### src/core/afx_pkg.sv
// constants for the host that drives an asynchronous strobe-driven fifo device
// assumes a 125 MHz clock and device strobe timing of the slower speed grade
// Notes on behaviour
// - width mode: control inputs common, flags from one device, outputs never joined.
// - depth mode: first-load low on first device only, high on all others.
// - depth mode: each chain output wired to chain input of the next device.
// - depth mode: combine all full flags, and all empty flags, into composites.
// - writer watches full of device written, reader watches empty of device read.
// - writer toggles write strobe only while full is not asserted.
package afx_pkg;
    localparam int CLK_PS      = 8000;
    localparam int STROBE_NS   = 30;
    localparam int RECOVER_NS  = 10;
    localparam int ACCESS_NS   = 30;
    localparam int FLAG_NS     = 30;
    localparam int CLEAR_NS    = 30;
    localparam int SYNC_STAGES = 2;
    localparam int DEV_WORDS   = 4096;

    localparam int STROBE_CYC  = (STROBE_NS * 1000 + CLK_PS - 1) / CLK_PS;
    localparam int RECOVER_CYC = (RECOVER_NS * 1000 + CLK_PS - 1) / CLK_PS;
    localparam int ACCESS_CYC  = (ACCESS_NS * 1000 + CLK_PS - 1) / CLK_PS;
    localparam int FLAG_CYC    = (FLAG_NS * 1000 + CLK_PS - 1) / CLK_PS;
    localparam int CLEAR_CYC   = (CLEAR_NS * 1000 + CLK_PS - 1) / CLK_PS;

    // read low long enough for access plus the data synchroniser
    localparam int RD_LO_INT = (ACCESS_CYC + SYNC_STAGES + 1 > STROBE_CYC) ?
                               ACCESS_CYC + SYNC_STAGES + 1 : STROBE_CYC;
    // high time covers recovery and the flags settling through the synchroniser
    localparam int HI_INT    = (FLAG_CYC + SYNC_STAGES > RECOVER_CYC) ?
                               FLAG_CYC + SYNC_STAGES : RECOVER_CYC;

    localparam logic [3:0] WR_LO_LD  = 4'(STROBE_CYC - 1);
    localparam logic [3:0] RD_LO_LD  = 4'(RD_LO_INT - 1);
    localparam logic [3:0] RT_LO_LD  = 4'(STROBE_CYC - 1);
    localparam logic [3:0] HI_LD     = 4'(HI_INT - 1);
    localparam logic [3:0] CLR_LO_LD = 4'(CLEAR_CYC - 1);

    localparam int FIFO_DEPTH = 32;
    localparam int DATA_W     = 9;

    typedef enum logic [3:0] {
        ST_CLR     = 4'h0,
        ST_CLR_REC = 4'h1,
        ST_IDLE    = 4'h2,
        ST_WR_LO   = 4'h3,
        ST_WR_HI   = 4'h4,
        ST_RD_LO   = 4'h5,
        ST_RD_HI   = 4'h6,
        ST_RT_LO   = 4'h7,
        ST_RT_HI   = 4'h8
    } afx_state_t;
endpackage

### src/core/afx_stream_if.sv
// valid/ready word stream between the host's own modules
// assumes source and sink share one clock
`timescale 1ns/1ps
interface afx_stream_if #(parameter int W = 9);
    logic         valid;
    logic         ready;
    logic [W-1:0] data;
    modport src (output valid, output data, input ready);
    modport snk (input valid, input data, output ready);
endinterface

### src/core/afx_fifo.sv
// buffer between the user's write stream and the device write strobe
// assumes one clock; ready and valid come straight from flops
`timescale 1ns/1ps
module afx_fifo
    import afx_pkg::*;
#(
    parameter int W     = DATA_W,
    parameter int DEPTH = FIFO_DEPTH
) (
    input  wire logic  clk,    // system clock
    input  wire logic  rst,    // async reset, active high
    afx_stream_if.snk  fill,   // words in
    afx_stream_if.src  drain   // words out
);
    localparam int AW = $clog2(DEPTH);

    logic [W-1:0]  mem [DEPTH];
    logic [AW-1:0] wptr_r, wptr_nxt;
    logic [AW-1:0] rptr_r, rptr_nxt;
    logic [AW:0]   cnt_r, cnt_nxt;
    logic          ready_r, ready_nxt;
    logic          valid_r, valid_nxt;
    logic          push;
    logic          pop;

    always_comb begin
        push      = fill.valid && ready_r;
        pop       = drain.ready && valid_r;
        wptr_nxt  = push ? AW'(wptr_r + 1'b1) : wptr_r;
        rptr_nxt  = pop ? AW'(rptr_r + 1'b1) : rptr_r;
        cnt_nxt   = (AW+1)'(cnt_r + (AW+1)'(push) - (AW+1)'(pop));
        ready_nxt = cnt_nxt != (AW+1)'(DEPTH);
        valid_nxt = cnt_nxt != '0;
    end

    always_ff @(posedge clk or posedge rst) begin
        if (rst) begin
            wptr_r  <= '0;
            rptr_r  <= '0;
            cnt_r   <= '0;
            ready_r <= 1'b1;
            valid_r <= 1'b0;
        end else begin
            wptr_r  <= wptr_nxt;
            rptr_r  <= rptr_nxt;
            cnt_r   <= cnt_nxt;
            ready_r <= ready_nxt;
            valid_r <= valid_nxt;
        end
    end

    always_ff @(posedge clk) begin
        if (push) begin
            mem[wptr_r] <= fill.data;
        end
    end

    assign fill.ready  = ready_r;
    assign drain.valid = valid_r;
    assign drain.data  = mem[rptr_r];
endmodule

### src/core/afx_host.sv
// host controller that drives one or more strobe-driven fifo devices by their pins
// assumes device pins are asynchronous; depth_mode is a static strap from local logic
`timescale 1ns/1ps
module afx_host
    import afx_pkg::*;
#(
    parameter int NDEV  = 1,
    parameter int DW    = DATA_W,
    parameter int DEPTH = FIFO_DEPTH
) (
    input  wire logic            clk,          // system clock
    input  wire logic            rst,          // async reset, active high
    input  wire logic            depth_mode,   // 1: devices chained in depth
    input  wire logic            clr_req,      // pulse: clear all devices
    input  wire logic            rewind_req,   // pulse: rewind, single/width only
    input  wire logic            rd_req,       // level: fetch a word when one is there
    input  wire logic            in_valid,     // write stream valid
    input  wire logic [DW-1:0]   in_data,      // write stream word
    output logic                 in_ready,     // write stream ready
    output logic                 rd_valid,     // pulse: rd_data holds a word
    output logic [DW-1:0]        rd_data,      // word read from the device
    output logic                 half_full,    // device reports half full; always low in depth mode
    output logic                 busy,         // a strobe sequence is running
    output logic                 wr_n,         // device write strobe
    output logic [DW-1:0]        dev_din,      // device data in
    output logic                 rd_n,         // device read strobe
    output logic                 clear_n,      // device reset
    output logic [NDEV-1:0]      fl_rt_n,      // first-load / rewind per device
    input  wire logic [DW-1:0]   out_bus,      // device data out
    input  wire logic [NDEV-1:0] full_n,       // device full flags
    input  wire logic [NDEV-1:0] empty_n,      // device empty flags
    input  wire logic            half_n        // half flag of device 0
);
    afx_stream_if #(.W(DW)) fill_if ();
    afx_stream_if #(.W(DW)) drain_if ();

    assign fill_if.valid = in_valid;
    assign fill_if.data  = in_data;
    assign in_ready      = fill_if.ready;

    afx_fifo #(.W(DW), .DEPTH(DEPTH)) u_fifo (
        .clk   (clk),
        .rst   (rst),
        .fill  (fill_if),
        .drain (drain_if)
    );

    logic [NDEV-1:0] full_m_r, full_s_r;
    logic [NDEV-1:0] empty_m_r, empty_s_r;
    logic [DW-1:0]   q_m_r, q_s_r;
    logic            half_m_r, half_s_r;

    for (genvar i = 0; i < NDEV; i++) begin : g_sync
        always_ff @(posedge clk or posedge rst) begin
            if (rst) begin
                full_m_r[i]  <= 1'b1;
                full_s_r[i]  <= 1'b1;
                empty_m_r[i] <= 1'b0;
                empty_s_r[i] <= 1'b0;
            end else begin
                full_m_r[i]  <= full_n[i];
                full_s_r[i]  <= full_m_r[i];
                empty_m_r[i] <= empty_n[i];
                empty_s_r[i] <= empty_m_r[i];
            end
        end
    end

    always_ff @(posedge clk or posedge rst) begin
        if (rst) begin
            q_m_r    <= '0;
            q_s_r    <= '0;
            half_m_r <= 1'b1;
            half_s_r <= 1'b1;
        end else begin
            q_m_r    <= out_bus;
            q_s_r    <= q_m_r;
            half_m_r <= half_n;
            half_s_r <= half_m_r;
        end
    end

    // first device loads low, the rest high; a cast avoids a zero-width replication when NDEV is 1
    localparam logic [NDEV-1:0] FL_FIRST = ~NDEV'(1);

    logic can_write;
    logic can_read;

    // chained devices: composites from all flags; otherwise device 0 alone
    always_comb begin
        can_write = depth_mode ? |full_s_r : full_s_r[0];
        can_read  = depth_mode ? |empty_s_r : empty_s_r[0];
    end

    afx_state_t      state_r, state_nxt;
    logic [3:0]      cnt_r, cnt_nxt;
    logic            wr_n_r, wr_n_nxt;
    logic            rd_n_r, rd_n_nxt;
    logic            clear_n_r, clear_n_nxt;
    logic            rt_n_r, rt_n_nxt;
    logic [NDEV-1:0] fl_rt_n_r, fl_rt_n_nxt;
    logic [DW-1:0]   din_r, din_nxt;
    logic [DW-1:0]   rd_data_r, rd_data_nxt;
    logic            rd_valid_r, rd_valid_nxt;
    logic            half_r, half_nxt;
    logic            busy_r, busy_nxt;
    logic            pop;
    logic            cnt_done;

    always_comb begin
        state_nxt    = state_r;
        cnt_done     = cnt_r == 4'h0;
        cnt_nxt      = cnt_done ? 4'h0 : 4'(cnt_r - 4'h1);
        wr_n_nxt     = wr_n_r;
        rd_n_nxt     = rd_n_r;
        clear_n_nxt  = clear_n_r;
        rt_n_nxt     = rt_n_r;
        din_nxt      = din_r;
        rd_data_nxt  = rd_data_r;
        rd_valid_nxt = 1'b0;
        pop          = 1'b0;
        unique case (state_r)
            ST_CLR: begin
                if (cnt_done) begin
                    clear_n_nxt = 1'b1;
                    state_nxt   = ST_CLR_REC;
                    cnt_nxt     = HI_LD;
                end
            end
            ST_CLR_REC, ST_WR_HI, ST_RD_HI, ST_RT_HI: begin
                if (cnt_done) begin
                    state_nxt = ST_IDLE;
                end
            end
            ST_IDLE: begin
                if (clr_req) begin
                    clear_n_nxt = 1'b0;
                    state_nxt   = ST_CLR;
                    cnt_nxt     = CLR_LO_LD;
                end else if (rewind_req && !depth_mode) begin
                    rt_n_nxt  = 1'b0;
                    state_nxt = ST_RT_LO;
                    cnt_nxt   = RT_LO_LD;
                end else if (rd_req && can_read) begin
                    rd_n_nxt  = 1'b0;
                    state_nxt = ST_RD_LO;
                    cnt_nxt   = RD_LO_LD;
                end else if (drain_if.valid && can_write) begin
                    pop       = 1'b1;
                    din_nxt   = drain_if.data;
                    wr_n_nxt  = 1'b0;
                    state_nxt = ST_WR_LO;
                    cnt_nxt   = WR_LO_LD;
                end
            end
            ST_WR_LO: begin
                if (cnt_done) begin
                    wr_n_nxt  = 1'b1;
                    state_nxt = ST_WR_HI;
                    cnt_nxt   = HI_LD;
                end
            end
            ST_RD_LO: begin
                if (cnt_done) begin
                    rd_n_nxt     = 1'b1;
                    rd_data_nxt  = q_s_r;
                    rd_valid_nxt = 1'b1;
                    state_nxt    = ST_RD_HI;
                    cnt_nxt      = HI_LD;
                end
            end
            ST_RT_LO: begin
                if (cnt_done) begin
                    rt_n_nxt  = 1'b1;
                    state_nxt = ST_RT_HI;
                    cnt_nxt   = HI_LD;
                end
            end
        endcase
        // first device load low, the rest high; rewind line in single/width mode
        fl_rt_n_nxt = depth_mode ? FL_FIRST : {NDEV{rt_n_nxt}};
        half_nxt    = !depth_mode && !half_s_r;
        busy_nxt    = state_nxt != ST_IDLE;
    end

    assign drain_if.ready = pop;

    always_ff @(posedge clk or posedge rst) begin
        if (rst) begin
            state_r    <= ST_CLR;
            cnt_r      <= CLR_LO_LD;
            wr_n_r     <= 1'b1;
            rd_n_r     <= 1'b1;
            clear_n_r  <= 1'b0;
            rt_n_r     <= 1'b1;
            fl_rt_n_r  <= '1;
            din_r      <= '0;
            rd_data_r  <= '0;
            rd_valid_r <= 1'b0;
            half_r     <= 1'b0;
            busy_r     <= 1'b1;
        end else begin
            state_r    <= state_nxt;
            cnt_r      <= cnt_nxt;
            wr_n_r     <= wr_n_nxt;
            rd_n_r     <= rd_n_nxt;
            clear_n_r  <= clear_n_nxt;
            rt_n_r     <= rt_n_nxt;
            fl_rt_n_r  <= fl_rt_n_nxt;
            din_r      <= din_nxt;
            rd_data_r  <= rd_data_nxt;
            rd_valid_r <= rd_valid_nxt;
            half_r     <= half_nxt;
            busy_r     <= busy_nxt;
        end
    end

    assign wr_n      = wr_n_r;
    assign rd_n      = rd_n_r;
    assign clear_n   = clear_n_r;
    assign fl_rt_n   = fl_rt_n_r;
    assign dev_din   = din_r;
    assign rd_data   = rd_data_r;
    assign rd_valid  = rd_valid_r;
    assign half_full = half_r;
    assign busy      = busy_r;
endmodule

### config.mk
export PLATFORM = sky130hd
export DESIGN_NAME = afx_host
export DESIGN_NICKNAME = d
export VERILOG_FILES = /design/src/core/afx_pkg.sv /design/src/core/afx_stream_if.sv /design/src/core/afx_fifo.sv /design/src/core/afx_host.sv
export SDC_FILE = /design/constraint.sdc
export NUM_CORES = 1
export LEC_CHECK = 0
export CORE_MARGIN = 4
export CORE_UTILIZATION = 35
export CTS_CLUSTER_SIZE = 20
export DETAILED_ROUTE_END_ITERATION = 16
export DONT_BUFFER_PORTS = 1
export SETUP_SLACK_MARGIN = 0.3
export SYNTH_ARGS = -nofsm -noshare
export SYNTH_HDL_FRONTEND = slang
export SYNTH_HIERARCHICAL = 1
export SYNTH_SLANG_ARGS = --single-unit
### constraint.sdc
create_clock -name clk -period 5 [get_ports clk]
set_clock_uncertainty 0.1 [all_clocks]
set_input_delay 0.25 -clock clk [delete_from_list [all_inputs] [get_ports clk]]
set_output_delay 0.25 -clock clk [all_outputs]
set_load 0.1 [all_outputs]
==> metrics.md <==
| Metric | Value |
|---|---|
| Commonest non-fill, non-tap cell in the layout | edfxtp_1 |
| Worst min-delay path category | in -> reg |
| VDD IR max | 0.2610 mV |
| Worst r2r src | state_r[2] |
| Leakage | 5.635 nW |
| Fin Hold WS | 0.02237 ns |
| Routability cong. | 0.7549 |
| Setup TNS | 0 ns |
| Worst Reg2Reg Path Length in Cells | 13 |
| GRT overflow | 0 |
| Root Driver | clkbuf_16 |
| Critical Path RT | 5.29 ns |
| Drc violations | 0 |
| Post-route cell area | 0.01655 mm^2 |
| Net count after synthesis | 801 |
| Initial Utilization | 35.68% |
| Worst setup SP type | flop |
| Vias in the first global route | 7080 |
| Largest net degree at the start of global routing | 59 |
| Max Slew Vio Count | 0 |
| Critical Path AT | 4.30 ns |
| Flop2flop setup slack | 0.99 ns |
| Pin slew with the least headroom to its limit | 1.011 ns |
| RSZ-0062 raised after global routing | false |
| CTS resizes | 0 |
| Fmax achieved | 249.1 MHz |
| Reg area | 0.01057 mm^2 |
| Core area | 0.04010 mm^2 |
| Post-DP Area | 0.01482 mm^2 |
| Most frequent cells in the layout | edfxtp_1 (288), dfrtp_1 (62), nor2_1 (43), mux4_2 (43), clkbuf_16 (40) |
| Die X | 210.2 um |
| Worst-case hold path end point | rt_n_r |
| Clock sinks | 364 |
| First-pass GRT wire length | 45460 um |
| Area Overhead vs Synth | 15.66% |
| Share of post-route cells with drive strength above 1 | 20.00% |
| Fin nets | 850 |
| Power Total | 9.244 mW |
| Via density | 5.156 |
| Postcts setup bufs | 0 |
| Ports | 54 |
| GRT Total Usage | 13.31% |
| Final hold violation count | 0 |
| CTS tree | yes |
| # setup viols final | 0 |
| TritonRoute pass-1 iters | 4 |
| CTS Hold Bufs | 35 |
| Worst rel slew slack | 32.37% |
| Final period utilization | 80.29% |
| Ys async rst share | 20.88% |
| FILL cells | 3507 |
| Port bufs | 0 |
| WL final | 29620 um |
| Final HPWL DP | 18040 um |
| CTS max path bufs | 3 |
| Max cap viols | 0 |
| Worst Hold Depth | 2 |
| Worst-path fanout max | 13 |
| Reg clk slew, reported paths | 0.06 ns |
| Initial antenna violation count | 0 |
| Setup crit end kind | flop |
| Inserted Clock Buffers | 39 |
| Die Y | 210.2 um |
| Hold Startpoint | rewind_req |
| Reg-to-reg critical path endpoint | u_fifo/drain.valid |
| Yosys warnings | 6 |
| Tmin final | 4.015 ns |
| Site Rows | 73 |
| Drt wl/cell | 21.70 um |
| Status | finished clean |
| Area of the multi-input gates | 0.003418 mm^2 |
| Seq cells post-synth | 364 |
| Post-synthesis sequential area ratio | 73.85% |
| Pwr/cell area | 558.6 mW/mm^2 |
| Htree depth | 2 |
| Skew-Pair Late Insertion Delay | 0.53 ns |
| Unique cell type count in the Yosys netlist | 60 |
| Mapped cell area | 0.01431 mm^2 |
| Number of diodes | 0 |
| Setup Crit Path Kind | reg -> reg |
| Final Util | 41.27% |
| Cells after synthesis | 761 |
| Number of synthesized flops with an enable pin | 288 |
| Via count | 7038 |
| Die Footprint | 0.04417 mm^2 |
| Primary FF master, synth | edfxtp_1 |
| 1st-iter DRT viols | 648 |
| Syn Area/Cell | 18.80 um^2 |
| Antenna-violating nets left | 0 |
report_power, final:
group	leakage, nW	internal (mW)	total, mW	switching (mW)
Sequential	3.50	3.62	4.59	0.971
Combinational	1.50	0.878	1.79	0.914
Clock	0.633	1.72	2.86	1.13
Total	5.63	6.22	9.24	3.02
registers in the layout, indices dropped and copies added, names as in the netlist, 4 cells and up:
register	count
u_fifo/wptr_r	5
q_m_r	9
state_r	4
u_fifo/rptr_r	5
rd_data	9
dev_din	9
cnt_r	4
q_s_r	9
u_fifo/mem	288
u_fifo/cnt_r	6
metrics by stage:
step,worst slack [ns],instances
2_1_floorplan,1.020,761
3_3_place_gp,1.083,1259
3_5_place_dp,1.023,1259
4_1_cts,1.017,1365
5_1_grt,0.7857,1365
6_report,0.9853,1365
cells by family after synthesis:
logic type,count (synthesis),share of synthesized area (%)
adders and majority gates,12,1.102
xor gates and xnor gates,12,0.7347
AOI/OAI and AO/OA,98,4.784
DFF,364,73.85
and+or+nand+nor,107,3.918
muxes,110,13.32
buffers and inverters,58,2.291
cell usage after synthesis (12+ instances only):
cell      count  area [um^2]
a211oi_1     18        135.1
a21oi_1      19        95.09
clkbuf_1     17        63.81
dfrtp_1      64         1602
dfstp_2      12        315.3
edfxtp_1    288         8648
inv_1        18        67.56
mux2_2       12        135.1
mux2i_1      34        340.3
mux4_1       13        341.6
mux4_2       43        968.4
nand2_1      21        78.83
nor2_1       43        161.4
per-layer routing:
metal  vias to the layer above  global-route usage [%]  wire length [um]
met5                         -                       0                 0
li1                       3125                       -                 -
met4                         0                   2.903               486
met3                        41                   2.485              1522
met1                      3691                   19.89             13750
met2                       181                   20.55             13860
worst max path at each step:
| stage | from | to | depth (start not counted) |
|---|---|---|---|
| 5_1_grt | state_r[2] | u_fifo/drain.valid | 13 |
| 3_3_place_gp | state_r[2] | u_fifo/drain.valid | 13 |
| 2_1_floorplan | state_r[0] | u_fifo/drain.valid | 16 |
| 6_report | state_r[2] | u_fifo/drain.valid | 13 |
| 3_5_place_dp | state_r[2] | u_fifo/drain.valid | 13 |
| 4_1_cts | state_r[2] | u_fifo/drain.valid | 13 |
layout make-up:
cell class                 instances  area share (%)
timing repair buffer              48           3.327
inverter                          18          0.4083
clock buffer                      51           6.480
clock inverter                    20           1.278
multi-input combinational        339           20.66
sequential                       364           63.88
tap                              525           3.970
worst max-delay path: stages, from the launching register on:
cell and delay (ns):
dfrtp_1 0.52, or4b_4 0.63, nor3_4 0.21, nand4_2 0.13, inv_1 0.08, and2_1 0.27, ha_1 0.27, inv_1 0.06
ha_1 0.16, inv_1 0.06, fa_1 0.49, inv_1 0.05, or3_1 0.38, or4b_1 0.48
Note: power is estimated with default switching activity, not from simulation.
